### src/verilog/terminal_decoder_pkg.sv
// Constants for the input terminal function decoder.
// Assumes a 100 MHz system clock and a plain strobe register port.
// Functional notes
// - Four speed terminals form a 4-bit stage selector; all ON picks stage 15.
// - Up terminal raises, down terminal lowers set frequency when up/down is source.
// - Two ramp select terminals form a 2-bit code; both OFF picks set one.
// - PID pause terminal active holds PID adjustment and present output frequency.
// - Gain switch condition 1: terminal off uses first set, on uses second.
// - Counter trigger terminal pulses are counted up to 50 Hz; count survives power loss.
// - Counter reset terminal clears the pulse counter to zero.
// - Length reset terminal active clears the actual length value.
// - Ramp prohibition holds present speed, ignores speed changes, not during jog.
// - Immediate DC brake terminal starts DC braking while decelerating in DC stop mode.
// - Up/down clear terminal resets the up/down frequency when up/down is source.
// - Codes 28, 29, 30 switch command source to keypad, terminals, communication.
// - Several source switches together: keypad first, then terminals, then communication.
package terminal_decoder_pkg;
   localparam int          NUM_TERM       = 5;
   localparam int          CLK_PERIOD_NS  = 10;
   localparam int          DEBOUNCE_US    = 2000;
   localparam int          DEBOUNCE_CYC   = DEBOUNCE_US * 1000 / CLK_PERIOD_NS;
   localparam int          UPDN_STEP_US   = 1000;
   localparam int          UPDN_STEP_CYC  = UPDN_STEP_US * 1000 / CLK_PERIOD_NS;
   localparam logic [15:0] UPDN_MAX       = 16'hffff;

   // Register offsets
   localparam logic [7:0]  OFS_CTRL       = 8'h00;
   localparam logic [7:0]  OFS_FUNC_BASE  = 8'h04;
   localparam logic [7:0]  OFS_COUNT      = 8'h20;
   localparam logic [7:0]  OFS_STATUS     = 8'h24;
   localparam logic [7:0]  OFS_UPDN       = 8'h28;

   // Control fields
   localparam int          CTRL_UPDN_SRC  = 0;
   localparam int          CTRL_DC_STOP   = 1;
   localparam int          CTRL_PIDSW_LSB = 2;
   localparam logic [1:0]  PIDSW_TERMINAL = 2'h1;
   localparam logic [3:0]  CTRL_RESET     = 4'h0;
   localparam logic [4:0]  FUNC_RESET     = 5'h00;

   // Terminal function codes
   localparam logic [4:0]  FN_UP          = 5'd10;
   localparam logic [4:0]  FN_DOWN        = 5'd11;
   localparam logic [4:0]  FN_MS1         = 5'd12;
   localparam logic [4:0]  FN_RAMP1       = 5'd16;
   localparam logic [4:0]  FN_PID_PAUSE   = 5'd20;
   localparam logic [4:0]  FN_PID_SWITCH  = 5'd21;
   localparam logic [4:0]  FN_CNT_TRIG    = 5'd22;
   localparam logic [4:0]  FN_CNT_CLEAR   = 5'd23;
   localparam logic [4:0]  FN_LEN_CLEAR   = 5'd24;
   localparam logic [4:0]  FN_RAMP_HOLD   = 5'd25;
   localparam logic [4:0]  FN_DC_NOW      = 5'd26;
   localparam logic [4:0]  FN_UPDN_CLEAR  = 5'd27;
   localparam logic [4:0]  FN_SRC_KEYPAD  = 5'd28;
   localparam logic [4:0]  FN_SRC_TERM    = 5'd29;
   localparam logic [4:0]  FN_SRC_COMM    = 5'd30;

   typedef enum logic [1:0] {SRC_KEYPAD, SRC_TERMINAL, SRC_COMM} cmd_src_e;
endpackage

### src/verilog/input_terminal_function_decoder.sv
// Decodes debounced multifunction input terminals into drive control actions.
// Assumes terminals and core status are synchronous to clk_sys; firmware
// saves and restores the pulse count around power loss via its register.
//
// Strobed register access and the address map were decided locally.
`timescale 1ns/1ps
module input_terminal_function_decoder
   import terminal_decoder_pkg::*;
#(
   parameter int DEBOUNCE_CYCLES = DEBOUNCE_CYC,
   parameter int UPDN_CYCLES     = UPDN_STEP_CYC
) (
   input  wire logic                clk_sys,
   input  wire logic                resetn,
   input  wire logic [NUM_TERM-1:0] terminalIn,
   input  wire logic                jogActive,
   input  wire logic                decelerating,
   input  wire logic [7:0]          regAddr,
   input  wire logic [31:0]         regWdata,
   input  wire logic                regWr,
   input  wire logic                regRd,
   output logic [31:0]              regRdata,
   output logic [3:0]               speedStage,
   output logic [1:0]               rampSet,
   output logic                     pidHold,
   output logic                     pidGainSecond,
   output logic [15:0]              pulseCount,
   output logic                     lengthClear,
   output logic                     rampFreeze,
   output logic                     dcBrakeNow,
   output logic [15:0]              updnFreq,
   output logic [1:0]               cmdSource
);

   // Any terminal assigned code c and currently ON
   function automatic logic fnOn(input logic [NUM_TERM-1:0][4:0] sel,
                                 input logic [NUM_TERM-1:0]      lvl,
                                 input logic [4:0]               c);
      logic hit;
      hit = 1'b0;
      for (int i = 0; i < NUM_TERM; i++) begin
         if (lvl[i] && sel[i] == c) begin
            hit = 1'b1;
         end
      end
      return hit;
   endfunction

   logic [NUM_TERM-1:0][4:0] funcSel_q;
   logic [3:0]               ctrl_q;
   logic [NUM_TERM-1:0]      termSync_q;
   logic [NUM_TERM-1:0]      termLevel_q;
   logic                     trigPrev_q;
   logic [31:0]              updnCnt_q;
   logic [15:0]              pulseCount_q;
   logic [15:0]              updnFreq_q;
   logic [31:0]              regRdata_q;
   logic [3:0]               speedStage_q;
   logic [1:0]               rampSet_q;
   logic                     pidHold_q;
   logic                     pidGainSecond_q;
   logic                     lengthClear_q;
   logic                     rampFreeze_q;
   logic                     dcBrakeNow_q;
   logic [1:0]               cmdSource_q;

   logic                     fUp;
   logic                     fDown;
   logic                     fTrig;
   logic                     fCntClr;
   logic                     fUpdnClr;
   logic                     freezeNow;
   logic                     stepTick;
   logic                     countWr;
   logic [3:0]               msCode;

   // Input sampling and debounce, one filter per terminal
   genvar g;
   generate
      for (g = 0; g < NUM_TERM; g++) begin : gDeb
         logic [31:0] stable_q;
         always_ff @(posedge clk_sys or negedge resetn) begin
            if (!resetn) begin
               termSync_q[g]  <= 1'b0;
               termLevel_q[g] <= 1'b0;
               stable_q       <= 32'h0;
            end else begin
               termSync_q[g] <= terminalIn[g];
               // Level accepted only after it stays put; bounce restarts the wait
               if (termSync_q[g] == termLevel_q[g]) begin
                  stable_q <= 32'h0;
               end else if (stable_q >= 32'(DEBOUNCE_CYCLES - 1)) begin
                  stable_q       <= 32'h0;
                  termLevel_q[g] <= termSync_q[g];
               end else begin
                  stable_q <= stable_q + 32'h1;
               end
            end
         end
      end
   endgenerate

   assign fUp       = fnOn(funcSel_q, termLevel_q, FN_UP);
   assign fDown     = fnOn(funcSel_q, termLevel_q, FN_DOWN);
   assign fTrig     = fnOn(funcSel_q, termLevel_q, FN_CNT_TRIG);
   assign fCntClr   = fnOn(funcSel_q, termLevel_q, FN_CNT_CLEAR);
   assign fUpdnClr  = fnOn(funcSel_q, termLevel_q, FN_UPDN_CLEAR);
   assign freezeNow = fnOn(funcSel_q, termLevel_q, FN_RAMP_HOLD) && !jogActive;
   assign stepTick  = (updnCnt_q >= 32'(UPDN_CYCLES - 1));
   assign countWr   = regWr && regAddr == OFS_COUNT;

   always_comb begin
      msCode = 4'h0;
      for (int b = 0; b < 4; b++) begin
         msCode[b] = fnOn(funcSel_q, termLevel_q, FN_MS1 + 5'(b));
      end
   end

   // Register writes
   always_ff @(posedge clk_sys or negedge resetn) begin
      if (!resetn) begin
         ctrl_q    <= CTRL_RESET;
         funcSel_q <= {NUM_TERM{FUNC_RESET}};
      end else if (regWr) begin
         if (regAddr == OFS_CTRL) begin
            ctrl_q <= regWdata[3:0];
         end
         for (int i = 0; i < NUM_TERM; i++) begin
            if (regAddr == OFS_FUNC_BASE + 8'(4 * i)) begin
               funcSel_q[i] <= regWdata[4:0];
            end
         end
      end
   end

   // Pulse counter: clear beats restore, restore beats a count
   always_ff @(posedge clk_sys or negedge resetn) begin
      if (!resetn) begin
         trigPrev_q   <= 1'b0;
         pulseCount_q <= 16'h0;
      end else begin
         trigPrev_q <= fTrig;
         if (fCntClr) begin
            pulseCount_q <= 16'h0;
         end else if (countWr) begin
            pulseCount_q <= regWdata[15:0];
         end else if (fTrig && !trigPrev_q) begin
            pulseCount_q <= pulseCount_q + 16'h1;
         end
      end
   end

   // Up/down frequency accumulator, stepped at a fixed rate
   always_ff @(posedge clk_sys or negedge resetn) begin
      if (!resetn) begin
         updnCnt_q  <= 32'h0;
         updnFreq_q <= 16'h0;
      end else begin
         updnCnt_q <= stepTick ? 32'h0 : updnCnt_q + 32'h1;
         if (ctrl_q[CTRL_UPDN_SRC]) begin
            if (fUpdnClr) begin
               updnFreq_q <= 16'h0;
            end else if (stepTick && !freezeNow) begin
               // Both terminals ON cancel out
               if (fUp && !fDown && updnFreq_q != UPDN_MAX) begin
                  updnFreq_q <= updnFreq_q + 16'h1;
               end else if (fDown && !fUp && updnFreq_q != 16'h0) begin
                  updnFreq_q <= updnFreq_q - 16'h1;
               end
            end
         end
      end
   end

   // Speed, ramp and PID controls
   always_ff @(posedge clk_sys or negedge resetn) begin
      if (!resetn) begin
         speedStage_q    <= 4'h0;
         rampSet_q       <= 2'h0;
         pidHold_q       <= 1'b0;
         pidGainSecond_q <= 1'b0;
         lengthClear_q   <= 1'b0;
         rampFreeze_q    <= 1'b0;
         dcBrakeNow_q    <= 1'b0;
      end else begin
         // Stage stays put while frozen, so speed cannot be changed
         if (!freezeNow) begin
            speedStage_q <= msCode;
         end
         rampSet_q[0]    <= fnOn(funcSel_q, termLevel_q, FN_RAMP1);
         rampSet_q[1]    <= fnOn(funcSel_q, termLevel_q, FN_RAMP1 + 5'h1);
         pidHold_q       <= fnOn(funcSel_q, termLevel_q, FN_PID_PAUSE);
         pidGainSecond_q <= (ctrl_q[CTRL_PIDSW_LSB +: 2] == PIDSW_TERMINAL)
                            && fnOn(funcSel_q, termLevel_q, FN_PID_SWITCH);
         lengthClear_q   <= fnOn(funcSel_q, termLevel_q, FN_LEN_CLEAR);
         rampFreeze_q    <= freezeNow;
         dcBrakeNow_q    <= decelerating && ctrl_q[CTRL_DC_STOP]
                            && fnOn(funcSel_q, termLevel_q, FN_DC_NOW);
      end
   end

   // Command source: last selection held until another switch terminal is ON
   always_ff @(posedge clk_sys or negedge resetn) begin
      if (!resetn) begin
         cmdSource_q <= SRC_KEYPAD;
      end else if (fnOn(funcSel_q, termLevel_q, FN_SRC_KEYPAD)) begin
         cmdSource_q <= SRC_KEYPAD;
      end else if (fnOn(funcSel_q, termLevel_q, FN_SRC_TERM)) begin
         cmdSource_q <= SRC_TERMINAL;
      end else if (fnOn(funcSel_q, termLevel_q, FN_SRC_COMM)) begin
         cmdSource_q <= SRC_COMM;
      end
   end

   // Read data, valid the cycle after the strobe only
   always_ff @(posedge clk_sys or negedge resetn) begin
      if (!resetn) begin
         regRdata_q <= 32'h0;
      end else begin
         regRdata_q <= 32'h0;
         if (regRd) begin
            if (regAddr == OFS_CTRL) begin
               regRdata_q <= {28'h0, ctrl_q};
            end
            for (int i = 0; i < NUM_TERM; i++) begin
               if (regAddr == OFS_FUNC_BASE + 8'(4 * i)) begin
                  regRdata_q <= {27'h0, funcSel_q[i]};
               end
            end
            if (regAddr == OFS_COUNT) begin
               regRdata_q <= {16'h0, pulseCount_q};
            end
            if (regAddr == OFS_STATUS) begin
               regRdata_q <= {11'h0, cmdSource_q, dcBrakeNow_q, rampFreeze_q,
                              lengthClear_q, pidGainSecond_q, pidHold_q, rampSet_q,
                              speedStage_q, 3'h0, termLevel_q};
            end
            if (regAddr == OFS_UPDN) begin
               regRdata_q <= {16'h0, updnFreq_q};
            end
         end
      end
   end

   assign regRdata      = regRdata_q;
   assign speedStage    = speedStage_q;
   assign rampSet       = rampSet_q;
   assign pidHold       = pidHold_q;
   assign pidGainSecond = pidGainSecond_q;
   assign pulseCount    = pulseCount_q;
   assign lengthClear   = lengthClear_q;
   assign rampFreeze    = rampFreeze_q;
   assign dcBrakeNow    = dcBrakeNow_q;
   assign updnFreq      = updnFreq_q;
   assign cmdSource     = cmdSource_q;

endmodule

### config.mk
export PLATFORM = sky130hd
export DESIGN_NAME = input_terminal_function_decoder
export DESIGN_NICKNAME = d
export VERILOG_FILES = /design/src/verilog/terminal_decoder_pkg.sv /design/src/verilog/input_terminal_function_decoder.sv
export SDC_FILE = /design/constraint.sdc
export NUM_CORES = 1
export LEC_CHECK = 0
export BUFFER_PORTS_ARGS = -buffer_cell sky130_fd_sc_hd__clkbuf_2
export CORE_MARGIN = 1.5
export CORE_UTILIZATION = 64
export DETAILED_ROUTE_END_ITERATION = 6
export PLACE_DENSITY = 0.83
export SETUP_SLACK_MARGIN = 0.3
export SLEW_MARGIN = 10
export SYNTH_ARGS = -nofsm -noshare
export SYNTH_HDL_FRONTEND = slang
export SYNTH_SLANG_ARGS = --single-unit
export TNS_END_PERCENT = 5
### constraint.sdc
create_clock -name clk_sys -period 8.1 [get_ports clk_sys]
set_clock_uncertainty 0.2 [all_clocks]
set_input_delay 1.62 -clock clk_sys [delete_from_list [all_inputs] [get_ports clk_sys]]
set_output_delay 1.62 -clock clk_sys [all_outputs]
set_load 0.05 [all_outputs]
Yosys cells after proc, flatten, opt, wreduce, memory -nomap -nowiden --
Index checks and enable logic that the tools add are counted. Widths: inputs -> output; s select.
Storage, ports and cells: register bits after elaboration 309, output and inout bits 77, logic and storage cells 422
Cells by class: $add $sub $neg 9, $lt $le $gt $ge 6, equal/unequal tests 110, mux-type cells 129, bitwise gates (word level) 5, reduce and logical (&&, ||, !) cells 129
Operators with widths (count):
- $mux 32 | 20
- $eq 5x5->1 const B | 65
- $add 32x1->32 const B | 6
- $ge 32x18->1 const B | 5
- $eq 5x4->1 const B | 30
- $mux 16 | 7
- $logic_and 1x1->1 | 106
- $mux 1 | 98
- $add 16x1->16 const B | 2
- $ge 32x17->1 const B | 1
- $eq 8x6->1 const B | 3
- $reduce_and 2->1 | 11
- $eq 8x4->1 const B | 2
- $eq 8x5->1 const B | 2
- $ne 16x16->1 const B | 1
- $reduce_bool 16->1 | 1
- $sub 16x1->16 const B | 1
- $reduce_bool 3->1 | 3
- $eq 8x3->1 const B | 1
- $logic_not 8->1 | 1
- $mux 2 | 3
- $eq 1x1->1 | 5
- $logic_not 1->1 | 5
- $not 1->1 | 5
- 4 further kinds | 4

Logic depth before layout (Yosys ltp) --
Gate-level depths: netlist (run 1).
depth in word-level cells 14, depth in mapped cells 14, depth with buffers taken out 13

Worst setup path before layout (run 1) --
Ideal clock, no wire load.
path type register to register, start reg funcSel_q[3] (netlist bit), end reg updnFreq_q[15] (netlist: updnFreq[15]), library setup time 87 ps, arrival 3453 ps, setup slack 4361 ps, cell stages (with the launch flop) 14, path buffers 1, path through dfrtp_1 > clkbuf_2 > nor4bb_2 > a2bb2o_4 > nor4_4 > nand2_2 > ha_1 > nand3_1 > o211ai_1 > nor3b_1 > nor3_1 > or4_1 > a311o_1 > o211ai_1
Between the ends: word-level cells in the longest chain between the ends 13, elaborated cells between the ends (all ways) 43, classes of those cells eq/ne (4); mux (23); reduce/logical (16)
Ends and longest elaborated chain:
- start: declaration | RTL line input_terminal_function_decoder.sv:49 | logic [NUM_TERM-1:0][4:0] funcSel_q;
- start signal: assignment | RTL line input_terminal_function_decoder.sv:123 | funcSel_q <= {NUM_TERM{FUNC_RESET}};
- start signal: indexed assignment | RTL line input_terminal_function_decoder.sv:130 | funcSel_q[i] <= regWdata[4:0];
- $eq 5x4->1 | RTL line input_terminal_function_decoder.sv:42 | if (lvl[i] && sel[i] == c) begin
- $logic_and 1x1->1 | RTL line input_terminal_function_decoder.sv:42
- $mux 1 (5 in a row) | RTL line input_terminal_function_decoder.sv:42
- $logic_not 1->1 | RTL line input_terminal_function_decoder.sv:165 | if (fUp && !fDown && updnFreq_q != UPDN_MAX) begin
- $logic_and 1x1->1 (2 in a row) | RTL line input_terminal_function_decoder.sv:165
- $mux 16 | RTL line input_terminal_function_decoder.sv:165
- $mux 16 | RTL line input_terminal_function_decoder.sv:163 | end else if (stepTick && !freezeNow) begin
- $mux 16 | RTL line input_terminal_function_decoder.sv:161 | if (fUpdnClr) begin
- end signal: assignment | RTL line input_terminal_function_decoder.sv:166 | updnFreq_q <= updnFreq_q + 16'h1;
- end signal: assignment | RTL line input_terminal_function_decoder.sv:168 | updnFreq_q <= updnFreq_q - 16'h1;
- end: declaration | RTL line input_terminal_function_decoder.sv:56 | logic [15:0] updnFreq_q;
Several ways; a longest one is shown, not always the timed one. The select of a mux whose other input is x is not followed. A chain may end at the register's enable or synchronous reset.

Final worst setup path (run 1) --
start reg termLevel_q[4], end reg updnFreq_q[15] (netlist: updnFreq[15])
Between the ends: word-level cells in the longest chain between the ends 8, elaborated cells between the ends (all ways) 23, classes of those cells mux (7); reduce/logical (16)
Ends and longest elaborated chain:
- start: declaration | RTL line input_terminal_function_decoder.sv:52 | logic [NUM_TERM-1:0] termLevel_q;
- start signal: indexed assignment | RTL line input_terminal_function_decoder.sv:94 | termLevel_q[g] <= termSync_q[g];
- $logic_and 1x1->1 | RTL line input_terminal_function_decoder.sv:42
- $mux 1 | RTL line input_terminal_function_decoder.sv:42
- $logic_not 1->1 | RTL line input_terminal_function_decoder.sv:165
- $logic_and 1x1->1 (2 in a row) | RTL line input_terminal_function_decoder.sv:165
- $mux 16 | RTL line input_terminal_function_decoder.sv:165
- $mux 16 | RTL line input_terminal_function_decoder.sv:163
- $mux 16 | RTL line input_terminal_function_decoder.sv:161
Several ways; a longest one is shown, not always the timed one. The select of a mux whose other input is x is not followed.

==> results of run 1 <==
[stage by stage]
| step | setup slack (ns) | hold WS [ns] | cell area (um2) | util |
|---|---|---|---|---|
| 3_5_place_dp | 3.767 | 0.2823 | 14800 | 0.7017 |
| 3_3_place_gp | 3.823 | 0.2578 | 14800 | 0.7017 |
| 5_1_grt | 3.466 | 0.3199 | 15930 | 0.7556 |
| 6_report | 3.609 | 0.2916 | 15930 | 0.7556 |
| 4_1_cts | 3.724 | 0.2911 | 15930 | 0.7555 |
| 2_1_floorplan | 4.361 | 0.2264 | 14150 | - |
[worst paths after layout]
path	end	slack, ns	cells past startpoint
min	pidGainSecond	0.29	1
min in group asynchronous	gDeb[1].stable_q[21]	0.91	1
max in group asynchronous	gDeb[4].stable_q[0]	5.27	2
max	updnFreq[15]	3.61	12
max reg2reg	updnFreq[15]	3.61	12
min reg2reg	pidGainSecond	0.29	1
[critical path, delay by kind of cell (launching register included)]
| family | cells | cell delay, ns |
|---|---|---|
| DFF | 1 | 0.57 |
| and+or+nand+nor | 7 | 2.19 |
| adders and majority gates | 1 | 0.50 |
| AOI/OAI and AO/OA | 4 | 0.93 |
[cells in the mapped netlist (all sizes together), types with 28 or more instances]
cell type	n	area [um2]
dfrtp	298	7457
nor2	189	709.4
nand2	84	317.8
inv	28	105.1
nor4	33	221.5
and3	44	275.3
nand3	61	305.3
nor3	33	165.2
a21oi	41	209.0
mux2	36	405.4
xnor2	53	464.2
xor2	64	560.5
[report_power, final]
part	switching [uW]	total, uW	internal, uW
sequential	40.9	1570	1530
combinational	113	156	43.0
clock	591	1550	954
[kinds of logic after synthesis]
group | Yosys count | synth area share
adders and majority gates | 24 | 0.02232
AOI/OAI and AO/OA | 187 | 0.1007
DFF | 298 | 0.5408
and+or+nand+nor | 556 | 0.2045
other | 1 | 0.0002719
buffers and inverters | 78 | 0.02622
muxes | 38 | 0.03085
xor gates and xnor gates | 117 | 0.07431
[metal layers]
metal  vias up  global-route usage  wire length [um]
li1       4917                   -                 -
met1      5147              0.3905             13200
met2       411              0.4758             15500
met3        97             0.06707              2499
met4         0              0.1118              1178
met5         -                   0                 0
[state kept, by name (all words and copies together) (netlist names), 2 cells and up]
name	flops
updnCnt_q	32
funcSel_q	25
ctrl_q	4
updnFreq	16
termLevel_q	5
cmdSource	2
rampSet	2
regRdata	21
speedStage	4
pulseCount	16
termSync_q	5
gDeb.stable_q	160
[final cells by class]
type                       count  area (um2)  share of cell area
tap                          275       344.1             0.02159
inverter                      29       108.9            0.006832
multi-input combinational   1018        6330              0.3973
clock buffer                  37       827.0             0.05190
sequential                   298        7457              0.4680
clock inverter                19       306.5             0.01924
timing repair buffer         105       560.5             0.03518
==> results.yml, run 1 <==
run_status:
  status: "completed"
cts:
  cts_setup_buffers: 0
  root_buffer: "clkbuf_16"
  post_cts_resized: 0
  clk_pin_slew_worst_paths_ns: 0.07
  cts-htree-levels: 1
  cts_buffers: 30
  tritoncts: "done"
  clock_latency_ns: 0.56
  clk_path_buf_depth: 3
  cts_hold_buffers: 0
  cts_sinks: 298
placed_design:
  port_buffers: 100
  dp.cells: 1725
  place_congestion: 0.9773
  detailed_place_hpwl_um: 21800
synthesis:
  ys_seq_area_frac: 0.5408
  synth.distinct_cells: 79
  syn_area_um2: 13790
  syn_inst: 1299
  synth-edff-count: 0
  yosys_warnings: 0
  synth_seq_cells: 298
  ys.flop_type: "dfrtp_1"
  synth.avg_cell_area_um2: 10.62
  async_flop_share: 1.000
floorplanning:
  die_x_um: 149.8
  start_util: 0.6539
  rows: 53
  ios: 128
  die_h_um: 149.8
  coreArea_um2: 21090
  die-area_um2: 22440
drt:
  drc: 0
  wl_um: 32380
  vias: 10572
  initialDrtViolationCount: 839
  first_pass_iters: 7
  via_per_inst: 5.936
  wire_per_inst_um: 18.18
  drtAntennaViolNets: 0
setup_path:
  crit_path_frequent_cell: "o211ai_1"
  startpoint: "termLevel_q[4]"
  crit_required_ns: 8.38
  critical_path.startpoint_type: "flip-flop"
  crit_path_top_delay_cell: "dfrtp_1"
  max_stage_delay_ns: 0.57
  worstSetupPathType: "flip-flop to flip-flop"
  rr_startpoint: "termLevel_q[4]"
  crit_fanout: 18
  cp-end-kind: "flip-flop"
  crit_arrival_ns: 4.77
  path_cells: "nand4bb_1 -> a2bb2o_4 -> nor4_4 -> nand2_2 -> ha_1 -> nand3_1 -> o211ai_1 -> nor3b_1 -> nor3_1 -> or4_1 -> a311o_1 -> o211ai_1"
layout:
  diodes: 0
  layout.cells.non_filler: 1781
  area_growth_pct: 15.55
  drive_gt1_frac: 0.1454
  final_cell_mix: "dfrtp_1, nor2_1, clkbuf_2"
  n_fill_cell: 1423
  final_common_cell: "dfrtp_1"
  layout.nets: 1557
power:
  cellLeakagePower_uw: 0.007081
  ir_drop_v: 0.0001865
  power.density_nw_per_um2: 205.1
  p_total_uw: 3267
run:
  drv_cap: 0
sta:
  slew_violations: 0
  finalSetupViolCount: 0
  setup_tns_ns: 0
  rsz0062_at_grt: "no"
  period_minus_slack_ns: 4.491
  timing.fmax_mhz: 222.6
  finalHoldViolCount: 0
  period_share: 0.5545
  max-slew-margin-rel: 0.2087
  worst_slew_pin_slew_ns: 1.182
global_route:
  gr-total-overflow: 0
  grt_pass1_wl_um: 52010
  grt_use_total: 0.2946
  grt_pass1_vias: 10499
  antenna_found_initial: 0
  grt_max_degree: 196
worst_hold_path:
  hold_path_startpoint: "ctrl_q[3]"
  hp-class: "flip-flop to flip-flop"
(Power assumes the default switching activity.)
==> run 2, diff against run 1 <==
--- a/config.mk
+++ b/config.mk
@@ -5,11 +5,12 @@
 export SDC_FILE = /design/constraint.sdc
 export NUM_CORES = 1
 export LEC_CHECK = 0
+export ABC_AREA = 1
 export BUFFER_PORTS_ARGS = -buffer_cell sky130_fd_sc_hd__clkbuf_2
 export CORE_MARGIN = 1.5
-export CORE_UTILIZATION = 64
+export CORE_UTILIZATION = 60
 export DETAILED_ROUTE_END_ITERATION = 6
-export PLACE_DENSITY = 0.83
+export PLACE_DENSITY = 0.78
 export SETUP_SLACK_MARGIN = 0.3
 export SLEW_MARGIN = 10
 export SYNTH_ARGS = -nofsm -noshare
==> constraint.sdc (replaced) <==
create_clock -name clk_sys -period 4.15 [get_ports clk_sys]
set_clock_uncertainty 0.2 [all_clocks]
set_input_delay 0.83 -clock clk_sys [delete_from_list [all_inputs] [get_ports clk_sys]]
set_output_delay 0.83 -clock clk_sys [all_outputs]
set_load 0.05 [all_outputs]
==> run 2 against run 1 <==
  * Maximum frequency up 29%
  * Utilization down 5.4 points
  * Sequential power up 92%
  * Routed wire length up 9.1%
  * Critical path type unchanged
  * Sequential share of layout area down 2.8 points
  * Setup slack worse by 2.9 ns
  * Power up 95%
  * Critical path depth up 6
  * Sequential cell count unchanged
  * Clock power up 97%
  * Register-to-register slack worse by 2.9 ns
==> results.yml, run 2 <==
floorplanning:
  rows: 57
  ios: 128
  start_util: 0.6069
  die_x_um: 159.4
  die_h_um: 159.4
  die-area_um2: 25400
  coreArea_um2: 24180
sta:
  worst_slew_pin_slew_ns: 0.8515
  setup_tns_ns: 0
  finalSetupViolCount: 0
  finalHoldViolCount: 0
  slew_violations: 0
  timing.fmax_mhz: 286.5
  max-slew-margin-rel: 0.4324
  period_minus_slack_ns: 3.490
  finalWorstSetupSlack_ns: 0.6601
  rsz0062_at_grt: "no"
  period_share: 0.8409
drt:
  drtAntennaViolNets: 0
  drc: 0
  vias: 12252
  first_pass_iters: 6
  via_per_inst: 5.383
  initialDrtViolationCount: 1086
  wire_per_inst_um: 15.53
  wl_um: 35340
synthesis:
  synth_top_area_share: 0.5082
  synthAdderAreaFrac: 0.02098
  syn_area_um2: 14670
  synth.distinct_cells: 63
  synth_compound_area_frac: 0.08306
  synth.area.top_cells: "dfrtp_1, nand2_1, nor2_1"
  synth_common_cells: "nand2_1, dfrtp_1, nor2_1"
  ys.flop_type: "dfrtp_1"
  synth-edff-count: 0
  synth_most_common_cell: "nand2_1"
  synth.avg_cell_area_um2: 8.521
  syn_inst: 1722
  synth_seq_cells: 298
  async_flop_share: 1.000
  synth-simple-area-share: 0.2757
  synth_mux_area_frac: 0
  synth_xor_area_frac: 0.04716
  synth_top_family_by_area: "simple AND/OR/NAND/NOR gates"
  ys_seq_area_frac: 0.5082
  yosysTopAreaCell: "dfrtp_1"
  yosys_warnings: 0
layout:
  multi_input_comb_area_um2: 6624
  layout.cells.non_filler: 2276
  reg_top3: "gDeb.stable_q (160), updnCnt_q (32), funcSel_q (25)"
  largest-register: "gDeb.stable_q"
  drive_gt1_frac: 0.1322
  n_fill_cell: 1903
  final_common_cell: "nand2_1"
  layout.nets: 2002
  area_growth_pct: 15.63
  final-seq-area_um2: 7457
  final_cell_mix: "nand2_1, dfrtp_1, nor2_1"
  largest_register_ffs: 160
  diodes: 0
setup_path:
  crit_path_top_delay_cell: "ha_1"
  crit_fanout: 19
  worstSetupPathType: "flip-flop to flip-flop"
  crit_path_frequent_cell: "nand2_1"
  cp-end-kind: "flip-flop"
  max_stage_delay_ns: 0.46
  path_cells: "inv_1 -> nor2_2 -> nand3_1 -> nand2_1 -> nor2_1 -> nand2_2 -> nand3_4 -> ha_1 -> nand2_1 -> o21ai_0 -> nand3_1 -> nand2_1 -> nand3_1 -> nand2_1 -> nand2_1 -> nand2_1 -> nand2_1 -> o21ai_2"
  crit_required_ns: 4.45
  crit_arrival_ns: 3.79
  critical_path.startpoint_type: "flip-flop"
cts:
  cts_hold_buffers: 0
  tritoncts: "done"
  cts_buffers: 31
  clock_latency_ns: 0.57
  root_buffer: "clkbuf_16"
  cts-htree-levels: 1
  clk_path_buf_depth: 3
  post_cts_resized: 0
  cts_setup_buffers: 0
  cts_sinks: 298
  clk_pin_slew_worst_paths_ns: 0.06
run_status:
  status: "completed"
global_route:
  antenna_found_initial: 0
  grt_pass1_wl_um: 58920
  grt_use_total: 0.2865
  grt_pass1_vias: 11999
  grt_max_degree: 112
  gr-total-overflow: 0
placed_design:
  place_congestion: 0.9886
  detailed_place_hpwl_um: 25570
  dp.cells: 2218
  pre_cts_ws_ns: 0.7922
  port_buffers: 100
worst_hold_path:
  hp-class: "primary input to async pin"
run:
  drv_cap: 0
power:
  power.density_nw_per_um2: 375.1
  ir_drop_v: 0.0003126
  cellLeakagePower_uw: 0.008060
-- run 2: changes by cell type in the layout (fill, tap and decap cells not counted), moves of 28 or more --
cell and delta:
and3_1 -42, o21ai_0 +77, nand3_1 +45, nand2_1 +268, xnor2_1 -28, mux2_2 -36, inv_1 +152, nor2_1 +62
-- run 2: layout make-up --
type	count	share of cell area
Tap cell	324	0.02389
Clock buffer	40	0.05066
Sequential cell	298	0.4395
Clock inverter	18	0.01652
Multi-Input combinational cell	1290	0.3904
Timing Repair Buffer	107	0.03466
Inverter	199	0.04432
-- run 2: stage by stage --
stage	power, uW	area, um2	hold WS, ns	utilization
after global routing	6562	16970	0.1637	0.7018
after detailed placement	3362	15830	0.2440	0.6546
after global placement	3355	15830	0.2387	0.6546
after floorplan	3229	15030	0.2251	-
after CTS	6412	16970	0.1566	0.7018
final	6365	16970	0.1175	0.7018
-- run 2: final timing paths --
| path | depth (start not counted) | start | slack (ns) | to |
|---|---|---|---|---|
| max in group asynchronous | 2 | resetn | 2.73 | regRdata[14] |
| setup reg to reg | 18 | termLevel_q[1] | 0.66 | updnFreq[14] |
| setup / recovery | 18 | termLevel_q[1] | 0.66 | updnFreq[14] |
| hold reg to reg | 1 | gDeb[0].stable_q[0] | 0.25 | gDeb[0].stable_q[0] |
| hold / removal | 1 | resetn | 0.12 | gDeb[3].stable_q[5] |
| min in group clk_sys | 1 | terminalIn[0] | 0.17 | termSync_q[0] |
-- run 2: cell families (layout without fill, tap and decap cells) --
| group | count (synthesis) | count (layout) |
|---|---|---|
| and+or+nand+nor | 888 | 888 |
| DFF | 298 | 298 |
| buffers and inverters | 229 | 364 |
| AOI/OAI and AO/OA | 203 | 203 |
| xor gates and xnor gates | 79 | 79 |
| adders and majority gates | 24 | 24 |
| other | 1 | 96 |
-- run 2: worst max-delay path, delay by kind of cell, from the launching register on --
family,cells,cell delay (ns)
AND/OR/NAND/NOR,14,1.66
buffers and inverters,1,0.09
flip-flops,1,0.45
adder cells (fa/ha/maj),1,0.46
AO/OA/AOI/OAI,2,0.56
-- run 2: power breakdown --
part | internal [uW] | switching (uW)
combinational | 71.3 | 223
sequential | 2970 | 49.6
clock | 1890 | 1160
total | 4930 | 1430
-- run 2: metal layers --
metal,vias to the layer above,track usage,routed length [um]
li1,5938,-,-
met1,5850,0.3877,15280
met2,379,0.4702,16460
met3,85,0.04454,2309
met4,0,0.1059,1292
met5,-,0,0
==> run 3, diff against run 2 <==
==> constraint.sdc (replaced) <==
create_clock -name clk_sys -period 3.59 [get_ports clk_sys]
set_clock_uncertainty 0.2 [all_clocks]
set_input_delay 0.718 -clock clk_sys [delete_from_list [all_inputs] [get_ports clk_sys]]
set_output_delay 0.718 -clock clk_sys [all_outputs]
set_load 0.05 [all_outputs]
==> run 3 against run 2 <==
  * The flow now finishes with violations (hold timing)
  * Combinational power is 22% higher
  * Sequential cell count stayed put
  * Clock power is 9.5% higher
  * Non-clock buffer count is 19 higher
  * Final area is 1.4% higher
  * Count of clock-buffer cells in the layout is 4 higher
  * Critical endpoint is now updnFreq[15]
  * Largest power group is now registers
==> results.yml, run 3 (synthesis gave the netlist of run 2 again) <==
run_status:
  status: "complete, but fails checks"
  violations: "hold timing"
layout:
  diodes: 0
  final_cell_mix: "nand2_1, dfrtp_1, nor2_1"
  largest_register_ffs: 160
  reg_top3: "gDeb.stable_q (160), updnCnt_q (32), funcSel_q (25)"
  n_fill_cell: 1908
  area_growth_pct: 17.20
  drive_gt1_frac: 0.1506
  utilization: 0.7113
  largest-register: "gDeb.stable_q"
  layout.nets: 2022
  final_common_cell: "nand2_1"
  layout.cells.non_filler: 2296
global_route:
  grt_pass1_wl_um: 59440
  grt_use_total: 0.2880
  gr-total-overflow: 0
  antenna_found_initial: 0
  grt_pass1_vias: 11869
  grt_max_degree: 100
drt:
  initialDrtViolationCount: 937
  via_per_inst: 5.338
  wl_um: 35830
  wire_per_inst_um: 15.61
  first_pass_iters: 6
  drtAntennaViolNets: 0
  drc: 0
  vias: 12257
sta:
  finalSetupViolCount: 0
  slew_violations: 0
  holdWs_ns: -0.003315
  finalHoldViolCount: 2
  period_minus_slack_ns: 3.072
  finalWorstSetupSlack_ns: 0.5176
  period_share: 0.8558
  worst_slew_pin_slew_ns: 0.7531
  timing.fmax_mhz: 325.5
  setup_tns_ns: 0
  rsz0062_at_grt: "yes"
  max-slew-margin-rel: 0.4979
setup_path:
  cp-end-kind: "flip-flop"
  critical_path.startpoint_type: "flip-flop"
  crit_fanout: 11
  worstSetupPathType: "flip-flop to flip-flop"
  crit_required_ns: 3.87
  crit_arrival_ns: 3.35
cts:
  clk_path_buf_depth: 3
  clk_pin_slew_worst_paths_ns: 0.06
  cts-htree-levels: 1
  clock_latency_ns: 0.57
  root_buffer: "clkbuf_16"
  cts_sinks: 298
  cts_hold_buffers: 0
  tritoncts: "done"
  cts_buffers: 31
placed_design:
  pre_cts_ws_ns: 0.3678
  detailed_place_hpwl_um: 26330
  port_buffers: 100
  dp.cells: 2233
  place_congestion: 0.9671
floorplanning:
  start_util: 0.6069
  ios: 128
  die_x_um: 159.4
  die-area_um2: 25400
  coreArea_um2: 24180
  rows: 57
  die_h_um: 159.4
power:
  power.density_nw_per_um2: 418.1
  ir_drop_v: 0.0003656
  cellLeakagePower_uw: 0.008159
run:
  drv_cap: 0
worst_hold_path:
  hp-class: "primary input to async pin"
[run 3: cell count changes in the layout (fill, tap and decap cells not counted), sizes merged]
| cell | before | now |
|---|---|---|
| buf | 8 | 27 |
| clkbuf | 139 | 143 |
| clkinv | 8 | 10 |
| nand3 | 113 | 114 |
| bufinv | 7 | 4 |
| clkinvlp | 3 | 0 |
[run 3: critical path: stages (launching register included)]
cell,delay (ns)
dfrtp_1,0.39
inv_1,0.12
nor2_2,0.21
nand3_1,0.14
nand2_1,0.08
nor2_1,0.05
nand2_2,0.13
nand3_4,0.14
buf_6,0.20
ha_1,0.32
nand2_2,0.09
inv_1,0.06
a21oi_2,0.17
nand2_2,0.10
nand2_1,0.07
nand4_1,0.17
nand3_1,0.14
nand2_1,0.05
o21ai_0,0.15
[run 3: metal layers]
metal,vias to the layer above,part of all wire,global-route usage
met5,-,0,0
met4,0,0.024,0.07762
met3,71,0.057,0.04064
met2,370,0.47,0.4702
met1,5828,0.45,0.4064
li1,5988,-,-
[run 3: per-stage QoR]
stage	area [um2]	total power, uW	hold WS [ns]
6_report	17200	7190	-0.003315
5_1_grt	17200	7448	0.03546
4_1_cts	17050	7231	0.006779
3_5_place_dp	15960	3895	0.2472
3_3_place_gp	15960	3888	0.2394
2_1_floorplan	15030	3733	0.2224
[run 3: final timing paths]
kind | start | endpoint | slack [ns] | cells after the start
max | termLevel_q[0] | updnFreq[15] | 0.52 | 18
min | resetn | gDeb[3].stable_q[6] | -0.003 | 1
max reg2reg | termLevel_q[0] | updnFreq[15] | 0.52 | 18
min reg2reg | gDeb[0].stable_q[0] | gDeb[0].stable_q[0] | 0.25 | 1
max in group asynchronous | resetn | updnCnt_q[28] | 2.42 | 2
min in group clk_sys | terminalIn[1] | termSync_q[1] | 0.05 | 1
[run 3: final cells by class]
type                    instances  area, um2  area share
repair buffers                126      759.5     0.04416
clock inverters                14      188.9     0.01099
inverters                     199      752.0     0.04373
clock buffers                  44      894.6     0.05202
flip-flops and latches        298       7463      0.4340
multi-input cells            1291       6733      0.3915
well taps                     324      405.4     0.02357
[run 3: what timing repair did]
| item | CTS | global route |
|---|---|---|
| gates resized for setup | 0 | 28 |
| buffers inserted | 0 | 4 |
| setup endpoints to repair | 0 | 8 |
| endpoints found under the hold margin | 0 | 0 |
[run 3: power by group]
| part | leakage [uW] | internal [uW] | switching, uW | total [uW] |
|---|---|---|---|---|
| Combinational | 0.00369 | 92.8 | 267 | 360 |
| Clock | 0.000541 | 2020 | 1320 | 3340 |
| Sequential | 0.00393 | 3430 | 53.5 | 3490 |
| Total | 0.00816 | 5550 | 1640 | 7190 |
